## src/rtl/ramp_limit_pkg.sv

```systemverilog
`default_nettype none
package ramp_limit_pkg;
    // Register offsets (word addresses on the plain port)
    localparam logic [3:0] ADDR_PAIR_SELECT   = 4'h0;
    localparam logic [3:0] ADDR_UPPER_LIMIT   = 4'h1;
    localparam logic [3:0] ADDR_LOWER_LIMIT   = 4'h2;
    localparam logic [3:0] ADDR_DRIVE_CONFIG  = 4'h3;
    localparam logic [3:0] ADDR_COMPENSATION  = 4'h4;
    localparam logic [3:0] ADDR_ADJUST_SEL    = 4'h5;
    localparam logic [3:0] ADDR_ADJUST_VALUE  = 4'h6;
    localparam logic [3:0] ADDR_CONTROL       = 4'h7;
    localparam logic [3:0] ADDR_STATUS        = 4'h8;
    localparam logic [3:0] ADDR_SETPOINT      = 4'h9;
    localparam logic [3:0] ADDR_CHANNEL_GAIN  = 4'hA;
    localparam logic [3:0] ADDR_TERM_ASSIGN   = 4'hB;

    // Set-values are signed tenths of a percent
    localparam int         SETPOINT_W         = 16;
    localparam logic signed [15:0] LIMIT_MAX  = 16'sh0708; // +180.0 %
    localparam logic signed [15:0] LIMIT_MIN  = -16'sh0708; // -180.0 %
    localparam logic signed [15:0] FINE_SPAN  = 16'sh03E8; // 100.0 %
    localparam logic signed [15:0] COARSE_STEP = 16'sh000A; // 1 %
    localparam logic [15:0] COMP_MAX          = 16'h012C; // 30.0 %
    localparam logic [15:0] GAIN_UNITY        = 16'h03E8; // 100.0 %

    // Reset values
    localparam logic [3:0]  PAIR_SELECT_RST   = 4'h0;
    localparam logic signed [15:0] UPPER_RST  = 16'sh0708;
    localparam logic signed [15:0] LOWER_RST  = -16'sh0708;
    localparam logic [7:0]  DRIVE_CONFIG_RST  = 8'h0B;
    localparam logic [7:0]  ADJUST_SEL_RST    = 8'h00;

    // Drive configuration codes (decimal codes held as bytes)
    localparam logic [7:0]  CFG_SPEED_ARMV    = 8'h0A; // 10
    localparam logic [7:0]  CFG_SPEED_TACHO   = 8'h0B; // 11
    localparam logic [7:0]  CFG_TORQUE_ARMV   = 8'h28; // 40
    localparam logic [7:0]  CFG_TORQUE_TACHO  = 8'h29; // 41
    localparam logic [7:0]  ADJ_MAIN_CHANNEL  = 8'h04;

    // Control and status bit positions
    localparam int CTRL_TERMINAL_MODE_BIT     = 0;
    localparam int CTRL_INHIBIT_BIT           = 1;
    localparam int CTRL_FIELD_WEAKEN_BIT      = 2;
    localparam int CTRL_CONFIRM_BIT           = 3;
    localparam int STAT_ARMV_FB_BIT           = 0;
    localparam int STAT_TACHO_FB_BIT          = 1;
    localparam int STAT_FIELD_WEAKEN_BIT      = 2;
    localparam int STAT_GAIN_STORED_BIT       = 3;
    localparam int STAT_CLAMPED_BIT           = 4;
endpackage
`default_nettype wire

```

## src/rtl/pair_select_sync.sv

```systemverilog
`default_nettype none
module pair_select_sync #(
    parameter int INPUTS = 4
) (
    input  wire logic              clk_i,
    input  wire logic              rst_i,
    input  wire logic [INPUTS-1:0] pin_i,
    output logic [INPUTS-1:0]      level_o
);
    if (INPUTS < 1 || INPUTS > 8)
    begin : g_bad_inputs
        $error("pair_select_sync: INPUTS must be 1..8");
    end

    typedef struct packed {
        logic [INPUTS-1:0] s1;
        logic [INPUTS-1:0] s2;
        logic [INPUTS-1:0] s3;
        logic [INPUTS-1:0] level;
    } sync_state_t;

    sync_state_t state;
    sync_state_t next_state;

    // =========================================================
    // Three-stage sampling, change taken when stages 2 and 3 agree
    always_comb
    begin
        next_state    = state;
        next_state.s1 = pin_i;
        next_state.s2 = state.s1;
        next_state.s3 = state.s2;
        for (int i = 0; i < INPUTS; i++)
        begin
            if (state.s2[i] == state.s3[i])
                next_state.level[i] = state.s3[i];
        end
    end

    always_ff @(posedge clk_i or posedge rst_i)
    begin
        if (rst_i)
            state <= '0;
        else
            state <= next_state;
    end

    assign level_o = state.level;
endmodule
`default_nettype wire

```

## src/rtl/ramp_pair_limit.sv

```systemverilog
// Contract
// - Accel and decel times switch only together as one pair index.
// - Terminal mode: four inputs form binary code, first input is LSB.
// - Assigned terminals ordered by number, lowest becomes least significant bit.
// - Pair select register always reads the pair in effect.
// - Keypad mode: operator writes 0 base pair, 1..15 extra pairs; default 0.
// - Terminal mode: writes to pair select are ignored.
// - Sum main and additional set-values, clamp between upper and lower limit.
// - Limits range -180..+180 %, 0.1 % fine steps, 1 % beyond 100 %.
// - Sum saturates at 180 % of the maximum speed reference.
// - Codes 10 and 40 select armature-voltage speed feedback.
// - Armature feedback applies load compensation, 0..30 % adjustable.
// - No field weakening while armature-voltage feedback is configured.
// - Codes 11 and 41 select DC tacho speed feedback.
// - Main channel gain stored only on confirm, inhibited, selector 4.
`default_nettype none
module ramp_pair_limit #(
    parameter int SEL_INPUTS = 4
) (
    input  wire logic                clk_i,
    input  wire logic                rst_i,
    input  wire logic [3:0]          addr_i,
    input  wire logic [15:0]         wdata_i,
    input  wire logic                wr_i,
    input  wire logic                rd_i,
    output logic [15:0]              rdata_o,
    input  wire logic [7:0]          terminal_i,
    input  wire logic                cycle_tick_i,
    input  wire logic signed [15:0]  main_setpoint_i,
    input  wire logic signed [15:0]  additional_setpoint_i,
    output logic [3:0]               active_pair_o,
    output logic                     use_base_times_o,
    output logic signed [15:0]       limited_speed_setpoint_o,
    output logic                     armature_feedback_o,
    output logic                     tacho_feedback_o,
    output logic [15:0]              load_drop_compensation_o,
    output logic                     field_weaken_enable_o,
    output logic [15:0]              main_channel_gain_o
);
    // =========================================================
    // Parameter checks
    if (SEL_INPUTS < 1 || SEL_INPUTS > 4)
    begin : g_bad_sel_inputs
        $error("ramp_pair_limit: SEL_INPUTS must be 1..4");
    end

    // Set-value arithmetic below is sized for 16-bit words
    if (ramp_limit_pkg::SETPOINT_W != 16)
    begin : g_bad_setpoint_width
        $error("ramp_pair_limit: SETPOINT_W must be 16");
    end

    // =========================================================
    // Register state
    typedef struct packed {
        logic [3:0]         pair;
        logic signed [15:0] upper;
        logic signed [15:0] lower;
        logic [7:0]         drive_configuration;
        logic [15:0]        compensation;
        logic [7:0]         adjust_sel;
        logic [15:0]        adjust_value;
        logic               terminal_mode;
        logic               inhibit;
        logic               field_weaken_req;
        logic [7:0]         term_assign;
        logic [15:0]        gain;
        logic               gain_stored;
        logic               clamped;
        logic signed [15:0] setpoint;
        logic [15:0]        rdata;
    } top_state_t;

    top_state_t state;
    top_state_t next_state;

    logic [7:0]  term_level;
    logic [3:0]  term_code;
    logic        armv;
    logic        tacho;
    logic signed [17:0] sum;
    logic signed [15:0] sat_sum;
    logic signed [15:0] floor_limit;
    logic [15:0]        read_word;

    // =========================================================
    // Terminal synchroniser
    // All eight pins pass it; the assignment mask picks the used ones
    pair_select_sync #(
        .INPUTS (8)
    ) u_sync (
        .clk_i   (clk_i),
        .rst_i   (rst_i),
        .pin_i   (terminal_i),
        .level_o (term_level)
    );

    // =========================================================
    // Terminal code: assigned inputs in ascending terminal order
    always_comb
    begin
        int bitpos;
        bitpos    = 0;
        term_code = 4'h0;
        for (int t = 0; t < 8; t++)
        begin
            if (state.term_assign[t] && bitpos < SEL_INPUTS)
            begin
                term_code[bitpos[1:0]] = term_level[t];
                bitpos = bitpos + 1;
            end
        end
    end

    // =========================================================
    // Feedback selection
    // Other codes use feedback paths outside this block
    always_comb
    begin
        armv  = 1'b0;
        tacho = 1'b0;
        case (state.drive_configuration)
            ramp_limit_pkg::CFG_SPEED_ARMV,
            ramp_limit_pkg::CFG_TORQUE_ARMV:   armv  = 1'b1;
            ramp_limit_pkg::CFG_SPEED_TACHO,
            ramp_limit_pkg::CFG_TORQUE_TACHO:  tacho = 1'b1;
            default:
            begin
            end
        endcase
    end

    // =========================================================
    // Arithmetic stage with saturation
    // Two spare bits keep the sum of two full-scale words exact
    assign sum = 18'(main_setpoint_i) + 18'(additional_setpoint_i);

    always_comb
    begin
        if (sum > 18'(ramp_limit_pkg::LIMIT_MAX))
            sat_sum = ramp_limit_pkg::LIMIT_MAX;
        else if (sum < 18'(ramp_limit_pkg::LIMIT_MIN))
            sat_sum = ramp_limit_pkg::LIMIT_MIN;
        else
            sat_sum = sum[15:0];
    end

    // =========================================================
    // Limits outside the range are pulled in; beyond 100 % the step is 1 %
    function automatic logic signed [15:0] legal_limit(input logic signed [15:0] v);
        logic signed [15:0] r;
        r = v;
        if (r > ramp_limit_pkg::LIMIT_MAX)
            r = ramp_limit_pkg::LIMIT_MAX;
        else if (r < ramp_limit_pkg::LIMIT_MIN)
            r = ramp_limit_pkg::LIMIT_MIN;
        if (r > ramp_limit_pkg::FINE_SPAN || r < -ramp_limit_pkg::FINE_SPAN)
            r = 16'((r / ramp_limit_pkg::COARSE_STEP) * ramp_limit_pkg::COARSE_STEP);
        return r;
    endfunction

    // Crossed limits are a configurer fault; the upper limit then wins
    assign floor_limit = (state.lower > state.upper) ? state.upper : state.lower;

    // =========================================================
    // Next state
    always_comb
    begin
        next_state = state;

        // Terminal pair changes only on a cycle boundary so the ramp sees one clean index
        if (state.terminal_mode && cycle_tick_i)
            next_state.pair = term_code;

        // Clamp stage
        if (sat_sum > state.upper)
        begin
            next_state.setpoint = state.upper;
            next_state.clamped  = 1'b1;
        end
        else if (sat_sum < floor_limit)
        begin
            next_state.setpoint = floor_limit;
            next_state.clamped  = 1'b1;
        end
        else
        begin
            next_state.setpoint = sat_sum;
            next_state.clamped  = 1'b0;
        end

        // Register writes
        if (wr_i)
        begin
            case (addr_i)
                ramp_limit_pkg::ADDR_PAIR_SELECT:
                begin
                    if (!state.terminal_mode)
                        next_state.pair = wdata_i[3:0];
                end
                ramp_limit_pkg::ADDR_UPPER_LIMIT:
                    next_state.upper = legal_limit(wdata_i);
                ramp_limit_pkg::ADDR_LOWER_LIMIT:
                    next_state.lower = legal_limit(wdata_i);
                ramp_limit_pkg::ADDR_DRIVE_CONFIG:
                    next_state.drive_configuration = wdata_i[7:0];
                ramp_limit_pkg::ADDR_COMPENSATION:
                begin
                    if (wdata_i > ramp_limit_pkg::COMP_MAX)
                        next_state.compensation = ramp_limit_pkg::COMP_MAX;
                    else
                        next_state.compensation = wdata_i;
                end
                ramp_limit_pkg::ADDR_ADJUST_SEL:
                    next_state.adjust_sel = wdata_i[7:0];
                ramp_limit_pkg::ADDR_ADJUST_VALUE:
                    next_state.adjust_value = wdata_i;
                ramp_limit_pkg::ADDR_CONTROL:
                begin
                    next_state.terminal_mode    = wdata_i[ramp_limit_pkg::CTRL_TERMINAL_MODE_BIT];
                    next_state.inhibit          = wdata_i[ramp_limit_pkg::CTRL_INHIBIT_BIT];
                    next_state.field_weaken_req = wdata_i[ramp_limit_pkg::CTRL_FIELD_WEAKEN_BIT];
                    // Confirm is a strobe; gain is taken only in the calibration setup
                    if (wdata_i[ramp_limit_pkg::CTRL_CONFIRM_BIT] && state.inhibit &&
                        state.adjust_sel == ramp_limit_pkg::ADJ_MAIN_CHANNEL)
                    begin
                        next_state.gain        = state.adjust_value;
                        next_state.gain_stored = 1'b1;
                    end
                end
                ramp_limit_pkg::ADDR_TERM_ASSIGN:
                    next_state.term_assign = wdata_i[7:0];
                default:
                begin
                end
            endcase
        end

        // Read data stand only in the cycle after the strobe
        next_state.rdata = rd_i ? read_word : 16'h0000;
    end

    // =========================================================
    // Read multiplexer
    always_comb
    begin
        read_word = 16'h0000;
        case (addr_i)
            ramp_limit_pkg::ADDR_PAIR_SELECT:  read_word = {12'h000, state.pair};
            ramp_limit_pkg::ADDR_UPPER_LIMIT:  read_word = state.upper;
            ramp_limit_pkg::ADDR_LOWER_LIMIT:  read_word = state.lower;
            ramp_limit_pkg::ADDR_DRIVE_CONFIG: read_word = {8'h00, state.drive_configuration};
            ramp_limit_pkg::ADDR_COMPENSATION: read_word = state.compensation;
            ramp_limit_pkg::ADDR_ADJUST_SEL:   read_word = {8'h00, state.adjust_sel};
            ramp_limit_pkg::ADDR_ADJUST_VALUE: read_word = state.adjust_value;
            ramp_limit_pkg::ADDR_CONTROL:
            begin
                read_word[ramp_limit_pkg::CTRL_TERMINAL_MODE_BIT] = state.terminal_mode;
                read_word[ramp_limit_pkg::CTRL_INHIBIT_BIT]       = state.inhibit;
                read_word[ramp_limit_pkg::CTRL_FIELD_WEAKEN_BIT]  = state.field_weaken_req;
            end
            ramp_limit_pkg::ADDR_STATUS:
            begin
                read_word[ramp_limit_pkg::STAT_ARMV_FB_BIT]      = armv;
                read_word[ramp_limit_pkg::STAT_TACHO_FB_BIT]     = tacho;
                read_word[ramp_limit_pkg::STAT_FIELD_WEAKEN_BIT] = field_weaken_enable_o;
                read_word[ramp_limit_pkg::STAT_GAIN_STORED_BIT]  = state.gain_stored;
                read_word[ramp_limit_pkg::STAT_CLAMPED_BIT]      = state.clamped;
            end
            ramp_limit_pkg::ADDR_SETPOINT:     read_word = state.setpoint;
            ramp_limit_pkg::ADDR_CHANNEL_GAIN: read_word = state.gain;
            ramp_limit_pkg::ADDR_TERM_ASSIGN:  read_word = {8'h00, state.term_assign};
            default:                           read_word = 16'h0000;
        endcase
    end

    // =========================================================
    // State register
    always_ff @(posedge clk_i or posedge rst_i)
    begin
        if (rst_i)
        begin
            state                     <= '0;
            state.pair                <= ramp_limit_pkg::PAIR_SELECT_RST;
            state.upper               <= ramp_limit_pkg::UPPER_RST;
            state.lower               <= ramp_limit_pkg::LOWER_RST;
            state.drive_configuration <= ramp_limit_pkg::DRIVE_CONFIG_RST;
            state.adjust_sel          <= ramp_limit_pkg::ADJUST_SEL_RST;
            state.gain                <= ramp_limit_pkg::GAIN_UNITY;
        end
        else
            state <= next_state;
    end

    // =========================================================
    // Outputs
    assign rdata_o                  = state.rdata;
    assign active_pair_o            = state.pair;
    assign use_base_times_o         = (state.pair == 4'h0);
    assign limited_speed_setpoint_o = state.setpoint;
    assign armature_feedback_o      = armv;
    assign tacho_feedback_o         = tacho;
    assign load_drop_compensation_o = armv ? state.compensation : 16'h0000;
    assign field_weaken_enable_o    = state.field_weaken_req && !armv;
    assign main_channel_gain_o      = state.gain;
endmodule
`default_nettype wire

```

## config.mk

```make
export PLATFORM = sky130hd
export DESIGN_NAME = ramp_pair_limit
export DESIGN_NICKNAME = d
export VERILOG_FILES = /design/src/rtl/ramp_limit_pkg.sv /design/src/rtl/pair_select_sync.sv /design/src/rtl/ramp_pair_limit.sv
export SDC_FILE = /design/constraint.sdc
export NUM_CORES = 1
export LEC_CHECK = 0
export BUFFER_PORTS_ARGS = -buffer_cell sky130_fd_sc_hd__clkbuf_2
export CAP_MARGIN = 20
export CELL_PAD_IN_SITES_DETAIL_PLACEMENT = 0
export CELL_PAD_IN_SITES_GLOBAL_PLACEMENT = 1
export CORE_MARGIN = 8
export CORE_UTILIZATION = 50
export DETAILED_ROUTE_END_ITERATION = 7
export GPL_TIMING_DRIVEN = 1
export MAX_ROUTING_LAYER = met4
export PLACE_DENSITY_LB_ADDON = 0.1
export SLEW_MARGIN = 20
export SYNTH_ARGS = -nofsm -noshare
export SYNTH_HDL_FRONTEND = slang
export SYNTH_SLANG_ARGS = --single-unit
```

## constraint.sdc

```tcl
create_clock -name clk_i -period 17.2 [get_ports clk_i]
set_input_delay 2.58 -clock clk_i [delete_from_list [all_inputs] [get_ports clk_i]]
set_output_delay 2.58 -clock clk_i [all_outputs]
set_load 0.02 [all_outputs]
```

==> results.toml <==
[outcome]
outcome = "finished, final reports clean"

[layout]
area_delta_synth_final_pct = 8.32
multi_input_area_mm2 = 0.00881
final_common_cell = "nand2_1"
finalNetCount = 1834
drive_above_1_share_pct = 18.5
regArea_mm2 = 0.00446
utilization_pct = 55.1
layout.cells.non_filler = 2051
final_cell_mix = "nand2_1 (172), dfrtp_1 (154), clkbuf_2 (136), ha_1 (108), o21ai_0 (97)"
num-fill-cells = 2625

[global_routing]
grt_pass1_wl_um = 69900
grt_max_degree = 106
gr-total-overflow = 0
gr-usage-all-layers_pct = 26.9
use_met2_pct = 42.2
met3_usage_pct = 4.75
use_met1_pct = 35.1
antenna_found_initial = 1
busiest_layer = "met2"
grt_pass1_vias = 12236

[timing]
rsz0062_at_grt = "false"
worstMarginPinSlew_ns = 1.12
maxSlewViolCount = 0
fin_crit_sh_pct = 76.4
slew_headroom_pct = 25.2
setup_violations = 0
tns_ns = 0
fin_skew_ns = 0.0129
min_period_ns = 13.15
max_freq_mhz = 76.1
finalHoldViolCount = 0

[placed_design]
gp_congestion = 0.982
dp.cells = 2018
portBuffers = 136
dpl.hpwl_um = 34700

[flow_run]
cap_viol_max_count = 0

[clock_tree]
worstSkewPairLatency_ns = 0.44
ctsResizeCount = 0
cts_max_level = 4
clock-root-buffer = "clkbuf_16"
cts_buffer_depth = 2
cts_buffers = 17
cts_num_sinks = 177
cts_tree = "built"
hold_buffers = 0
cts.clk_slew.worst_paths_ns = 0.08
post_cts_buffers = 0

[power_and_ir_drop]
peakVddDrop_mv = 0.0897
p_per_area_mw_per_mm2 = 152
p_leak_nw = 6.97

[critical_path]
crit_path_end_kind = "register"
critPathKind = "input port to register"
crit_start = "wdata_i[8]"
r2r_cells = 26
crit_required_ns = 17.56
worstPathArrival_ns = 13.51
reg2reg_from = "state[128]"
slowest_stage = "or4_4"
ff2ff_setup_slack_ns = 11.30
worst_path_largest_cell_delay_ns = 0.57
cp-start-kind = "input port"
reg2reg_to = "limited_speed_setpoint_o[7]"
crit_fanout = 24
crit_path_end = "state[140]"

[synth]
synthCells = 1615
yosys.area.top_type = "dfrtp_1"
synth_ff_type = "dfrtp_1"
yosysUniqueCellTypes = 113
synth_area_leaders = "dfrtp_1 (27%), ha_1 (9.5%), nand2_1 (4.6%)"
syn-num-nets = 1790
netlist.area_leader.share_pct = 27.2
ys_warn_count = 0
async_flop_share_pct = 100
synth_edf_count = 0
synth_area_mm2 = 0.0142
avgSynthCellArea_um2 = 8.78
ys_ff_latch = 177
ys_seq_area_share_pct = 31.5

[min_path]
min_path_type = "register to register"

[drt]
firstDrtPassIters = 6
drtIter0Drc = 1191
ant_nets = 0
wl_um = 44500
vias = 12767
wl_per_cell_um = 21.7
drc_errors = 0
avgViaCountPerCell = 6.22

[floorplan]
ios = 137
die_x_um = 184
rows = 61
die_height_um = 184
die_area_mm2 = 0.0340
start_util_pct = 50.9
coreArea_mm2 = 0.0279
[Yosys cell counts (9+ instances only)]
| cell | instances |
|---|---|
| a31oi_1 | 37 |
| nand2b_1 | 20 |
| nor2b_1 | 26 |
| a21o_1 | 17 |
| a22oi_1 | 36 |
| o31ai_1 | 9 |
| o22ai_1 | 13 |
| nor3_1 | 30 |
| and2_1 | 36 |
| mux2_2 | 52 |
| nor2_1 | 88 |
| mux2i_1 | 37 |
| xor2_1 | 12 |
| o21bai_1 | 14 |
| a21oi_1 | 95 |
| a211oi_1 | 13 |
| o21ai_0 | 97 |
| maj3_1 | 9 |
| dfstp_2 | 23 |
| a22o_1 | 15 |
| nand2_1 | 172 |
| clkbuf_1 | 63 |
| nor4_1 | 11 |
| o211ai_1 | 9 |
| nand4_1 | 20 |
| nand3_1 | 42 |
| xnor2_1 | 29 |
| o21a_1 | 9 |
| ha_1 | 108 |
| inv_1 | 65 |
| dfrtp_1 | 154 |
| buf_4 | 52 |
[kinds of logic after synthesis]
| logic type | after synthesis | synth area share (%) |
|---|---|---|
| AND/OR/NAND/NOR | 513 | 18.5 |
| AO/OA/AOI/OAI | 478 | 23.1 |
| buffers and inverters | 193 | 6.65 |
| flip-flops | 177 | 31.5 |
| adder cells (fa/ha/maj) | 119 | 10.5 |
| multiplexers | 93 | 7.19 |
| XOR/XNOR | 42 | 2.65 |
[report_power, final]
part	internal [mW]	leakage (nW)	switching [mW]
Sequential	0.520	2.17	0.138
Combinational	0.528	4.52	0.779
Clock	0.192	0.282	0.183
[sequential cells by signal, summed over array words and instances (netlist names)]
register,flops
state,93
limited_speed_setpoint_o,16
main_channel_gain_o,16
rdata_o,16
u_sync.next_state,16
u_sync.level_o,8
u_sync.state,8
active_pair_o,4
[worst min-delay path by stage]
stage | endpoint | start | slack, ns | depth (start not counted)
floorplan | u_sync.next_state[10] | u_sync.next_state[18] | 0.33 | 0
global placement | u_sync.next_state[8] | u_sync.next_state[16] | 0.33 | 0
detailed placement | u_sync.next_state[11] | u_sync.next_state[19] | 0.33 | 0
global route | u_sync.next_state[10] | u_sync.next_state[18] | 0.36 | 0
finish | u_sync.next_state[11] | u_sync.next_state[19] | 0.34 | 0
CTS | u_sync.next_state[11] | u_sync.next_state[19] | 0.34 | 0
[routing by layer]
| metal | share of wire (%) | wire [um] |
|---|---|---|
| met3 | 6.9 | 3080 |
| met1 | 44 | 19600 |
| met2 | 46 | 20600 |
| met5 | 0 | 0 |
| met4 | 2.7 | 1200 |
[worst max-delay path, delay by kind of cell]
kind	cells	cell delay (ns)
AOI/OAI and AO/OA	23	5.18
xor gates and xnor gates	2	0.25
adders and majority gates	5	1.56
buffers and inverters	2	0.23
muxes	1	0.23
and+or+nand+nor	14	3.47
[area by class of cell]
type / instances / area share (%)
tap: 378 / 3.08
clock buffer: 17 / 2.77
multi-input combinational: 1245 / 57.4
sequential: 177 / 29.0
inverter: 66 / 1.65
clock inverter: 15 / 0.872
timing repair buffer: 152 / 5.22
antenna: 1 / 0.0163
[through the flow]
step / hold WS, ns / instance area (um^2) / setup WS (ns) / total power, mW
global route: 0.359 / 15400 / 3.05 / 2.52
detailed placement: 0.335 / 14800 / 3.76 / 1.95
finish: 0.340 / 15400 / 4.05 / 2.34
global placement: 0.332 / 14800 / 3.94 / 1.93
CTS: 0.344 / 15400 / 4.20 / 2.33
floorplan: 0.331 / 14200 / 4.56 / 1.61
Note: power is estimated with default switching activity, not from simulation.
